**src/hw/sasr_pkg.sv**
```systemverilog
// Shared constants and state types for the SAR ADC serial readout link
package sasr_pkg;

  // -------------------------------------------------------------------
  // Sizes
  // -------------------------------------------------------------------
  localparam int RESULT_W   = 16;
  localparam int FIFO_DEPTH = 8;
  localparam int CAL_BURST  = 1024;
  localparam int CNT_W      = 11;

  // -------------------------------------------------------------------
  // Timing
  // -------------------------------------------------------------------
  localparam int CLK_NS        = 8;
  localparam int CAL_TIME_MS   = 500;
  localparam int CAL_CYC       = (CAL_TIME_MS * 1000000) / CLK_NS;
  localparam int APERTURE_NS   = 16;
  localparam int APERTURE_CYC  = (APERTURE_NS + CLK_NS - 1) / CLK_NS;
  localparam int CONV_TIME_NS  = 800;
  localparam int CONV_CYC      = (CONV_TIME_NS + CLK_NS - 1) / CLK_NS;
  localparam int HOST_CONV_NS  = 1000;
  localparam int HOST_CONV_CYC = (HOST_CONV_NS + CLK_NS - 1) / CLK_NS;
  localparam int SCLK_PER_NS   = 64;
  localparam int SCLK_HALF     = SCLK_PER_NS / (2 * CLK_NS);
  localparam int CAL_GUARD_CYC = 16;

  // -------------------------------------------------------------------
  // State types
  // -------------------------------------------------------------------
  typedef enum logic [1:0] {
    DEV_ACQ  = 2'h0,
    DEV_CONV = 2'h1,
    DEV_DONE = 2'h3,
    DEV_CAL  = 2'h2
  } sasr_dev_state_t;

  typedef enum logic [2:0] {
    HST_IDLE  = 3'h0,
    HST_CONV  = 3'h1,
    HST_SHIFT = 3'h3,
    HST_BURST = 3'h2,
    HST_CALW  = 3'h6
  } sasr_host_state_t;

endpackage : sasr_pkg

```
**src/hw/sasr_link_if.sv**
```systemverilog
// Four-wire serial link between converter and host
`timescale 1ns/1ns
interface sasr_link_if;

  logic convert_select_n;
  logic serial_in;
  logic serial_clk;
  logic serial_out_d;
  logic serial_out_oe;
  logic serial_out;

  // Released line is held high by the external pull-up
  assign serial_out = serial_out_oe ? serial_out_d : 1'h1;

  modport device (
    input  convert_select_n,
    input  serial_in,
    input  serial_clk,
    output serial_out_d,
    output serial_out_oe
  );

  modport host (
    output convert_select_n,
    output serial_in,
    output serial_clk,
    input  serial_out
  );

endinterface : sasr_link_if

```
**src/hw/sasr_device.sv**
```systemverilog
// Converter end: conversion timing, calibration and serial result output
`timescale 1ns/1ns

// Function
// - Link is select, data in, data out, clock
// - Host holds serial input high always
// - Select line is chip select and start
// - Rising select edge starts a conversion
// - Started conversion completes whatever select does
// - Select low after conversion presents result
// - Result MSB first, changes on clock fall
// - Host samples data on clock fall
// - Release output after last bit or select high
// - Host sends 1024 clocks in acquisition to recalibrate; the last readout's clocks count toward the 1024
// - Clock burst starts internal self-calibration
// - Output driven low while calibrating, then released
// - Calibration lasts about 500 ms
// - Host sees calibration end by pulled-up line
// - Input held fixed aperture after select rise
// - Result is two's complement, sign first
// - Result saturates at positive and negative limits
module sasr_device #(
  parameter int RESULT_W     = sasr_pkg::RESULT_W,
  parameter int CAL_CYC      = sasr_pkg::CAL_CYC,
  parameter int CONV_CYC     = sasr_pkg::CONV_CYC,
  parameter int APERTURE_CYC = sasr_pkg::APERTURE_CYC
) (
  input  wire logic                  mclk_i,
  input  wire logic                  srst_i,
  input  wire logic signed [RESULT_W:0] analog_i,
  output logic                       converting_o,
  output logic                       calibrating_o,
  output logic                       sample_o,
  output logic [RESULT_W-1:0]        last_result_o,
  sasr_link_if.device                link
);

  localparam int TW = $clog2(CAL_CYC + 1);
  localparam int BW = $clog2(RESULT_W + 1);

  // -------------------------------------------------------------------
  // Pin synchronisers and edge detection
  // -------------------------------------------------------------------
  logic [1:0] sel_s;
  logic [1:0] clk_s;
  logic       sel_q;
  logic       clk_q;
  logic       sel_rise;
  logic       sclk_fall;

  // Serial input carries nothing; the host keeps it high
  always_ff @(posedge mclk_i) begin
    if (srst_i) begin
      sel_s <= 2'h0;
      clk_s <= 2'h0;
      sel_q <= 1'h0;
      clk_q <= 1'h0;
    end else begin
      sel_s <= {sel_s[0], link.convert_select_n};
      clk_s <= {clk_s[0], link.serial_clk};
      sel_q <= sel_s[1];
      clk_q <= clk_s[1];
    end
  end

  assign sel_rise  = sel_s[1] & ~sel_q;
  assign sclk_fall = ~clk_s[1] & clk_q;

  // -------------------------------------------------------------------
  // Result coding
  // -------------------------------------------------------------------
  function automatic logic [RESULT_W-1:0] clamp(input logic signed [RESULT_W:0] v);
    logic [RESULT_W-1:0] r;
    r = v[RESULT_W-1:0];
    if (v[RESULT_W] != v[RESULT_W-1]) begin
      r = {v[RESULT_W], {(RESULT_W-1){~v[RESULT_W]}}};
    end
    return r;
  endfunction : clamp

  // -------------------------------------------------------------------
  // State machine
  // -------------------------------------------------------------------
  sasr_pkg::sasr_dev_state_t state;
  sasr_pkg::sasr_dev_state_t next_state;
  logic [TW-1:0]             timer;
  logic [sasr_pkg::CNT_W-1:0] cal_cnt;
  logic                      cal_hit;
  logic                      shifting;
  logic [BW-1:0]             bit_cnt;
  logic                      last_fall;

  assign cal_hit   = (cal_cnt == sasr_pkg::CNT_W'(sasr_pkg::CAL_BURST));
  assign last_fall = shifting & sclk_fall & (bit_cnt == BW'(RESULT_W - 1));

  always_comb begin
    next_state = state;
    unique case (state)
      sasr_pkg::DEV_ACQ: begin
        if (sel_rise) begin
          next_state = sasr_pkg::DEV_CONV;
        end else if (cal_hit) begin
          next_state = sasr_pkg::DEV_CAL;
        end
      end
      sasr_pkg::DEV_CONV: begin
        // Select is ignored until the conversion is over
        if (timer == TW'(CONV_CYC - 1)) begin
          next_state = sasr_pkg::DEV_DONE;
        end
      end
      sasr_pkg::DEV_DONE: begin
        if (sel_rise) begin
          next_state = sasr_pkg::DEV_CONV;
        end else if (cal_hit) begin
          next_state = sasr_pkg::DEV_CAL;
        end else if (last_fall || (shifting && sel_s[1])) begin
          next_state = sasr_pkg::DEV_ACQ;
        end
      end
      sasr_pkg::DEV_CAL: begin
        if (timer == TW'(CAL_CYC - 1)) begin
          next_state = sasr_pkg::DEV_ACQ;
        end
      end
    endcase
  end

  always_ff @(posedge mclk_i) begin
    if (srst_i) begin
      state <= sasr_pkg::DEV_ACQ;
    end else begin
      state <= next_state;
    end
  end

  // Phase timer restarts on every state change
  always_ff @(posedge mclk_i) begin
    if (srst_i || next_state != state) begin
      timer <= '0;
    end else begin
      timer <= timer + TW'(1);
    end
  end

  // -------------------------------------------------------------------
  // Recalibration burst counter
  // -------------------------------------------------------------------
  always_ff @(posedge mclk_i) begin
    if (srst_i || next_state == sasr_pkg::DEV_CONV || state == sasr_pkg::DEV_CAL) begin
      cal_cnt <= '0;
    end else if (sclk_fall && !cal_hit) begin
      cal_cnt <= cal_cnt + sasr_pkg::CNT_W'(1);
    end
  end

  // -------------------------------------------------------------------
  // Sampling
  // -------------------------------------------------------------------
  logic [RESULT_W-1:0] hold;

  always_ff @(posedge mclk_i) begin
    if (srst_i) begin
      hold     <= '0;
      sample_o <= 1'h0;
    end else begin
      sample_o <= 1'h0;
      if (state == sasr_pkg::DEV_CONV && timer == TW'(APERTURE_CYC - 1)) begin
        hold     <= clamp(analog_i);
        sample_o <= 1'h1;
      end
    end
  end

  // -------------------------------------------------------------------
  // Serial output
  // -------------------------------------------------------------------
  logic [RESULT_W-1:0] shreg;

  always_ff @(posedge mclk_i) begin
    if (srst_i || state != sasr_pkg::DEV_DONE || next_state != sasr_pkg::DEV_DONE) begin
      shifting <= 1'h0;
      bit_cnt  <= '0;
    end else if (!shifting && !sel_s[1]) begin
      shifting <= 1'h1;
      bit_cnt  <= '0;
    end else if (shifting && sclk_fall) begin
      bit_cnt  <= bit_cnt + BW'(1);
    end
  end

  always_ff @(posedge mclk_i) begin
    if (srst_i) begin
      shreg <= '0;
    end else if (state == sasr_pkg::DEV_DONE && !shifting && !sel_s[1]) begin
      shreg <= hold;
    end else if (shifting && sclk_fall) begin
      shreg <= {shreg[RESULT_W-2:0], 1'h0};
    end
  end

  always_ff @(posedge mclk_i) begin
    if (srst_i) begin
      link.serial_out_d  <= 1'h0;
      link.serial_out_oe <= 1'h0;
    end else if (next_state == sasr_pkg::DEV_CAL) begin
      link.serial_out_d  <= 1'h0;
      link.serial_out_oe <= 1'h1;
    end else if (next_state == sasr_pkg::DEV_DONE && !sel_s[1]) begin
      link.serial_out_d  <= shifting ? shreg[RESULT_W-1] : hold[RESULT_W-1];
      link.serial_out_oe <= 1'h1;
    end else begin
      link.serial_out_d  <= 1'h0;
      link.serial_out_oe <= 1'h0;
    end
  end

  // -------------------------------------------------------------------
  // User-side status
  // -------------------------------------------------------------------
  always_ff @(posedge mclk_i) begin
    if (srst_i) begin
      converting_o  <= 1'h0;
      calibrating_o <= 1'h0;
      last_result_o <= '0;
    end else begin
      converting_o  <= (next_state == sasr_pkg::DEV_CONV);
      calibrating_o <= (next_state == sasr_pkg::DEV_CAL);
      if (state == sasr_pkg::DEV_CONV && next_state == sasr_pkg::DEV_DONE) begin
        last_result_o <= hold;
      end
    end
  end

endmodule : sasr_device

```
**src/flat_wrapper.sv**
```systemverilog
// flat-port wrapper written by rule: the top's interface ports become plain ports
module sasr_device_flat 
#(
  parameter int RESULT_W     = sasr_pkg::RESULT_W,
  parameter int CAL_CYC      = sasr_pkg::CAL_CYC,
  parameter int CONV_CYC     = sasr_pkg::CONV_CYC,
  parameter int APERTURE_CYC = sasr_pkg::APERTURE_CYC
)
  (mclk_i, srst_i, analog_i, converting_o, calibrating_o, sample_o, last_result_o, link_convert_select_n, link_serial_in, link_serial_clk, link_serial_out_d, link_serial_out_oe);
  sasr_link_if link_i ();
  input  wire logic mclk_i;
  input  wire logic srst_i;
  input  wire logic signed [RESULT_W:0] analog_i;
  output logic converting_o;
  output logic calibrating_o;
  output logic sample_o;
  output logic [RESULT_W-1:0] last_result_o;
  input wire logic [$bits(link_i.convert_select_n)-1:0] link_convert_select_n;
  input wire logic [$bits(link_i.serial_in)-1:0] link_serial_in;
  input wire logic [$bits(link_i.serial_clk)-1:0] link_serial_clk;
  output wire logic [$bits(link_i.serial_out_d)-1:0] link_serial_out_d;
  output wire logic [$bits(link_i.serial_out_oe)-1:0] link_serial_out_oe;
  assign link_i.convert_select_n = link_convert_select_n;
  assign link_i.serial_in = link_serial_in;
  assign link_i.serial_clk = link_serial_clk;
  assign link_serial_out_d = link_i.serial_out_d;
  assign link_serial_out_oe = link_i.serial_out_oe;
  sasr_device #(.RESULT_W(RESULT_W), .CAL_CYC(CAL_CYC), .CONV_CYC(CONV_CYC), .APERTURE_CYC(APERTURE_CYC)) u_core (.mclk_i(mclk_i), .srst_i(srst_i), .analog_i(analog_i), .converting_o(converting_o), .calibrating_o(calibrating_o), .sample_o(sample_o), .last_result_o(last_result_o), .link(link_i));
endmodule
```
**config.mk**
```make
export PLATFORM = sky130hd
export DESIGN_NAME = sasr_device_flat
export DESIGN_NICKNAME = d
export VERILOG_FILES = /design/src/hw/sasr_pkg.sv /design/src/hw/sasr_link_if.sv /design/src/hw/sasr_device.sv /design/src/flat_wrapper.sv
export SDC_FILE = /design/constraint.sdc
export NUM_CORES = 1
export LEC_CHECK = 0
export ABC_AREA = 1
export ABC_CLOCK_PERIOD_IN_PS = 2000
export BUFFER_PORTS_ARGS = -buffer_cell sky130_fd_sc_hd__clkbuf_2
export CAP_MARGIN = 10
export CORE_ASPECT_RATIO = 2
export CORE_MARGIN = 2
export CORE_UTILIZATION = 50
export CTS_CLUSTER_SIZE = 14
export DETAILED_ROUTE_END_ITERATION = 8
export PLACE_DENSITY_LB_ADDON = 0.2
export SYNTH_ARGS = -nofsm -noshare
export SYNTH_HDL_FRONTEND = slang
export SYNTH_SLANG_ARGS = --single-unit
export TNS_END_PERCENT = 30
```
**constraint.sdc**
```tcl
create_clock -name mclk_i -period 2 [get_ports mclk_i]
set_clock_uncertainty 0.1 [all_clocks]
set_input_delay 0.2 -clock mclk_i [delete_from_list [all_inputs] [get_ports mclk_i]]
set_output_delay 0.2 -clock mclk_i [all_outputs]
set_load 0.01 [all_outputs]
```
==> flow_metrics.py, run 1 <==
metrics = {
    "floorplanning": {
        "rows": 51,
        "die_w_um": 74.28,
        "io_pins": 43,
        "core-area_sq_mm": 0.009699,
        "die_area_sq_mm": 0.01074,
        "chipHeight_um": 144.6,
        "start_util_pct": 50.92,
    },
    "route": {
        "drc_errors": 0,
        "ant_nets": 0,
        "num_vias": 4634,
        "wl_per_cell_um": 14.21,
        "vias_per_cell": 5.284,
        "drtPass1Iterations": 5,
        "drt-initial-drc-count": 220,
        "drt-total-wl_um": 12470,
    },
    "power": {
        "switching_power_w": 0.001222,
        "cellPowerDensity_mw_per_mm2": 757.2,
        "seq_power_share_pct": 48.6,
        "switching_share_pct": 26.88,
        "clkPwrFrac_pct": 36.6,
        "power_leakage_nw": 2.322,
        "intPower_w": 0.003323,
        "ir_drop_v": 0.0004714,
        "comb_power_share_pct": 14.7,
    },
    "setup_path": {
        "end_kind": "flip-flop",
        "cp.arrival_ns": 2.17,
        "cp.required_ns": 2.18,
        "crit_buf_inv": 1,
        "cp_slowest_stage_delay_ns": 0.34,
        "critPathKind": "reg -> reg",
        "crit_slowest_cell": "dfxtp_2",
        "ff2ff_setup_slack_ns": 0.02,
        "startpoint_type": "flip-flop",
        "crit_family": "simple AND/OR/NAND/NOR gates",
        "crit_chain": "ha_4, and3_4, ha_4, nand2_4, nand3_2, nand2_2, nand2_2, nand2_2, nand3_2, nor2_4, nand2_4, clkbuf_16, nor2_2",
        "path_common_cell": "nand2_2",
        "cp_max_fo": 7,
    },
    "timing": {
        "worstMarginPinSlew_ns": 0.4347,
        "clock.fmax_mhz": 504.1,
        "final_max_slew_viol_count": 0,
        "slew_headroom_pct": 70.91,
        "min_period_ns": 1.984,
        "finalHoldViolCount": 0,
        "fin_tns_setup_ns": 0,
        "fin_crit_sh_pct": 99.18,
        "setup_viol": 0,
        "finalHoldWorstSlack_ns": 0.08577,
        "rsz0062_at_grt": "yes",
    },
    "logic_synthesis": {
        "synthArstFlopShare_pct": 0,
        "synth_common_cells": "nand2_1, nor2_1, dfxtp_1, inv_1, a21oi_1",
        "syn_area_sq_mm": 0.004938,
        "synth_top_area_share_pct": 42.16,
        "yosysWarningCount": 0,
        "synth_seq_cells": 104,
        "syn_nets": 706,
        "synth.area.top_cells": "dfxtp_1, nand2_1, nor2_1, a21oi_1, inv_1",
        "syn_area_per_cell_sq_um": 7.305,
        "ys.flop_type": "dfxtp_1",
        "synthesis.instances": 676,
        "yosysMostFrequentCell": "nand2_1",
        "post-synth-top-area-cell": "dfxtp_1",
        "ys_seq_area_share_pct": 42.16,
        "synth_edf_count": 0,
        "synth.distinct_cells": 33,
    },
    "layout": {
        "drive_gt1_share_pct": 21.61,
        "area_growth_pct": 21.54,
        "fillers": 914,
        "antenna_cells": 0,
        "nNetsFinal": 770,
    },
    "global_route": {
        "use_met1_pct": 24.05,
        "met2_usage_pct": 42.11,
        "antenna_found_initial": 0,
        "track_usage_pct": 23.20,
        "grt_first_pass_wirelength_um": 19220,
        "gr-total-overflow": 0,
        "first_global_vias": 4314,
        "grt_max_degree": 36,
        "use_met3_pct": 4.390,
        "top_usage_layer": "met2",
    },
    "cts": {
        "path_clk_slew_ns": 0.07,
        "cts-root-buf": "clkbuf_16",
        "h-tree-depth": 3,
        "worstSkewPairLatency_ns": 0.34,
        "cts_buffer_depth": 2,
        "cts_buffers": 9,
        "cts_tree": "done",
        "clock-sinks": 104,
    },
    "worst_hold_path": {
        "hp-class": "in -> reg",
    },
    "run_status": {
        "status": "completed",
    },
    "job": {
        "maxCapViolCount": 0,
    },
    "placement": {
        "gp_congestion": 1.006,
        "numPortBuffers": 41,
        "dpl.hpwl_um": 8812,
    },
}
[per-layer routing]
layer  vias up  share of wire [%]
li1       2326                  -
met1      2134                 36
met2       131                 55
met3        43                3.8
met4         0                5.1
met5         -                  0
[through the flow]
stage,util [%],setup slack [ns],std cells,instance area [sq um],total power [W]
3_3_place_gp,55.75,0.09579,851,5408,0.002767
6_report,61.88,0.01634,877,6002,0.004545
2_1_floorplan,-,0.07885,676,4938,0.002602
5_1_grt,61.88,-0.06512,877,6002,0.004743
4_1_cts,58.90,0.006210,869,5713,0.004444
3_5_place_dp,55.75,0.03735,851,5408,0.002780
[area by class of cell]
| class | count | area [sq um] | share of cell area (%) |
|---|---|---|---|
| well taps | 132 | 165.2 | 2.752 |
| repair buffers | 79 | 563.0 | 9.381 |
| clock inverters | 4 | 28.78 | 0.4795 |
| multi-input cells | 474 | 2631 | 43.84 |
| flip-flops and latches | 104 | 2087 | 34.77 |
| clock buffers | 12 | 256.5 | 4.274 |
| inverters | 72 | 270.3 | 4.503 |
[power groups by stage]
stage	Sequential [W]	Clock [W]	Combinational, W
detailed placement	0.00226	0	0.000524
global route	0.00222	0.00179	0.000735
floorplan	0.00224	0	0.000357
global placement	0.00225	0	0.000515
CTS	0.00221	0.00170	0.000531
finish	0.00221	0.00166	0.000670
[what timing repair did]
action | CTS | global route
setup endpoints to repair | 0 | 59
hold endpoints to repair | 2 | 0
hold buffers | 2 | 0
setup buffers | 0 | 5
resized for setup | 0 | 54
[path summary, 6_finish.rpt]
path / from / end / cells after the start
hold / removal: analog_i[7] / u_core.hold[7] / 3
setup / recovery: u_core.bit_cnt[1] / u_core.timer[4] / 13
setup reg to reg: u_core.bit_cnt[1] / u_core.timer[4] / 13
hold reg to reg: u_core.clk_s[0] / u_core.clk_s[1] / 2
[layout by cell type, fill, tap and decap left out, types with 2 or more instances in the layout]
cell           count
clkbuf_16         11
nor2_1            92
nor3_4             2
nor2_2            18
nand2_4            2
ha_1               4
clkbuf_2          41
inv_2              7
ha_4               3
inv_1             65
nand2_1          117
xor2_1            23
xnor2_1            7
dfxtp_1          100
dlygate4sd3_1      2
nand4_1           29
nand3_4            2
nor2_4             7
a211oi_2           2
buf_4             30
mux2i_1            2
a211oi_1          13
dfxtp_2            4
a21oi_1           57
nor3_1            15
buf_12             2
nand2_2            9
nand3_1           18
buf_6              2
clkbuf_8           2
nor4_1             3
o21ai_0           33
nand3_2            8
clkinvlp_4         2
[kinds of logic after synthesis]
logic type / Yosys count / synth area share [%]
AND/OR/NAND/NOR: 327 / 29.85
multiplexers: 2 / 0.4054
adder cells (fa/ha/maj): 8 / 2.027
flip-flops: 104 / 42.16
XOR/XNOR: 30 / 5.320
buffers and inverters: 98 / 8.360
AO/OA/AOI/OAI: 107 / 11.88
[registers in the layout, indices dropped and copies added (netlist names), 2 cells and up]
name	count
u_core.hold	16
u_core.timer	26
u_core.state	2
u_core.bit_cnt	5
u_core.shreg	16
u_core.sel_s	2
u_core.cal_cnt	11
u_core.clk_s	2
u_core.last_result_o	16
[tightest hold or removal path, delay by kind of cell]
family | cells | cell delay, ns
AOI/OAI and AO/OA | 2 | 0.20
buffers and inverters | 1 | 0.08
No activity file was read; power rests on OpenSTA's default activity.
==> run 2, diff against run 1 <==
CORE_ASPECT_RATIO = not set   (was 2)
==> flow_metrics.py, run 2 (synthesis gave the netlist of run 1 again) <==
metrics = {
    "floorplanning": {
        "rows": 36,
        "die_w_um": 103.4,
        "io_pins": 43,
        "chipHeight_um": 103.4,
        "start_util_pct": 50.99,
        "die_area_sq_mm": 0.01069,
        "core-area_sq_mm": 0.009684,
    },
    "setup_path": {
        "crit_buf_inv": 3,
        "startpoint_type": "flip-flop",
        "cp.required_ns": 2.17,
        "ff2ff_setup_slack_ns": 0.03,
        "crit_family": "simple AND/OR/NAND/NOR gates",
        "cp.arrival_ns": 2.14,
        "end_kind": "flip-flop",
        "cp_max_fo": 7,
        "critPathKind": "reg -> reg",
        "crit_slowest_cell": "dfxtp_2",
        "crit_chain": "inv_2, ha_4, nand2_4, nor3_4, nand3_4, nand2_2, nand2_2, inv_2, nand4_1, nand2_4, clkbuf_16, nor2_4",
        "cp_slowest_stage_delay_ns": 0.33,
    },
    "cts": {
        "path_clk_slew_ns": 0.09,
        "cts_tree": "done",
        "h-tree-depth": 3,
        "cts-root-buf": "clkbuf_8",
        "cts_buffers": 9,
        "clock-sinks": 104,
        "worstSkewPairLatency_ns": 0.38,
        "cts_buffer_depth": 2,
    },
    "job": {
        "maxCapViolCount": 0,
    },
    "layout": {
        "final_cell_mix": "nand2_1, dfxtp_1, nor2_1",
        "top_register": "u_core.timer",
        "layout.cells.non_filler": 872,
        "drive_gt1_share_pct": 23.14,
        "antenna_cells": 0,
        "area_growth_pct": 21.03,
        "largest_register_ffs": 26,
        "layout_commonest_cell": "nand2_1",
        "nNetsFinal": 764,
    },
    "timing": {
        "finalHoldViolCount": 0,
        "rsz0062_at_grt": "yes",
        "finalHoldWorstSlack_ns": 0.03743,
        "fin_crit_sh_pct": 98.31,
        "clock.fmax_mhz": 508.6,
        "worstMarginPinSlew_ns": 0.4630,
        "final_max_slew_viol_count": 0,
        "min_period_ns": 1.966,
        "slew_headroom_pct": 69.10,
        "setup_viol": 0,
        "fin_ws_ns": 0.03374,
    },
    "global_route": {
        "antenna_found_initial": 0,
        "grt_max_degree": 37,
        "gr-total-overflow": 0,
        "grt_first_pass_wirelength_um": 18450,
        "track_usage_pct": 22.07,
        "first_global_vias": 3989,
    },
    "route": {
        "drt-initial-drc-count": 349,
        "wl_per_cell_um": 13.72,
        "vias_per_cell": 5.180,
        "num_vias": 4517,
        "ant_nets": 0,
        "drc_errors": 0,
        "drtPass1Iterations": 5,
        "drt-total-wl_um": 11970,
    },
    "power": {
        "finalPower_w": 0.004252,
        "ir_drop_v": 0.0005352,
        "power_leakage_nw": 2.263,
        "cellPowerDensity_mw_per_mm2": 711.3,
    },
    "placement": {
        "place_inst": 849,
        "gp_congestion": 0.9330,
        "numPortBuffers": 41,
        "dpl_worst_slack_ns": -0.01830,
        "dpl.hpwl_um": 8178,
    },
    "worst_hold_path": {
        "hp-class": "in -> reg",
    },
    "run_status": {
        "status": "completed",
    },
}
==> run 2: cell types whose count changed in the layout (fill, tap and decap cells not counted), moves of 2 or more <==
cell        delta
buf_4          -6
clkbuf_16      -9
clkbuf_8       +7
clkinv_2       +3
clkinvlp_4     -2
dfxtp_1        -3
dfxtp_2        +3
nand2_1        -2
nand3_2        -4
nand3_4        +3
nor2_1        -10
nor2_2         +5
nor2_4         +5
==> run 2: path summary, 6_finish.rpt <==
check	startpoint	to	depth (start not counted)
setup reg to reg	u_core.cal_cnt[1]	u_core.timer[9]	12
hold / removal	analog_i[9]	u_core.hold[9]	3
hold reg to reg	u_core.clk_s[0]	u_core.clk_s[1]	2
setup / recovery	u_core.cal_cnt[1]	u_core.timer[9]	12
==> run 2: per-stage QoR <==
| stage | utilization, % | area [sq um] | setup TNS (ns) |
|---|---|---|---|
| CTS | 57.97 | 5614 | 0 |
| finish | 61.72 | 5977 | 0 |
| floorplan | - | 4938 | 0 |
| detailed placement | 55.75 | 5399 | -0.04549 |
| global route | 61.72 | 5977 | -1.478 |
| global placement | 55.75 | 5399 | 0 |
==> run 2: worst register-to-register path: stages (launching register included) <==
cell and delay, ns:
dfxtp_2 0.33, inv_2 0.08, ha_4 0.15, nand2_4 0.05
nor3_4 0.22, nand3_4 0.14, nand2_2 0.11, nand2_2 0.05
inv_2 0.08, nand4_1 0.14, nand2_4 0.17, clkbuf_16 0.20
nor2_4 0.04
==> run 2: power by group <==
part / internal (W) / switching [W]
combinational: 0.000289 / 0.000443
clock: 0.000576 / 0.000718
sequential: 0.00215 / 0.0000747
total: 0.00302 / 0.00124
==> run 2: layer usage <==
| metal | track usage, % | share of wire (%) | vias to the layer above |
|---|---|---|---|
| met5 | 0 | 0 | - |
| met4 | 6.073 | 1.4 | 0 |
| met3 | 5.847 | 3.8 | 14 |
| met2 | 33.35 | 47 | 80 |
| met1 | 31.15 | 48 | 2111 |
| li1 | - | - | 2312 |
==> run 2: timing repair <==
action,4_1_cts,5_1_grt
hold endpoints to repair,2,0
pin swaps,0,10
gates resized for setup,3,77
endpoints found under the setup margin,9,62
hold buffers,2,0
buffers inserted,0,2
cloned,0,3
==> run 2: final cells by class <==
| class | count | area (sq um) |
|---|---|---|
| fill | 891 | 3707 |
| multi-input combinational | 474 | 2736 |
| clock buffer | 10 | 127.6 |
| inverter | 72 | 270.3 |
| tap | 133 | 166.4 |
| clock inverter | 6 | 58.81 |
| sequential | 104 | 2091 |
| timing repair buffer | 73 | 526.8 |
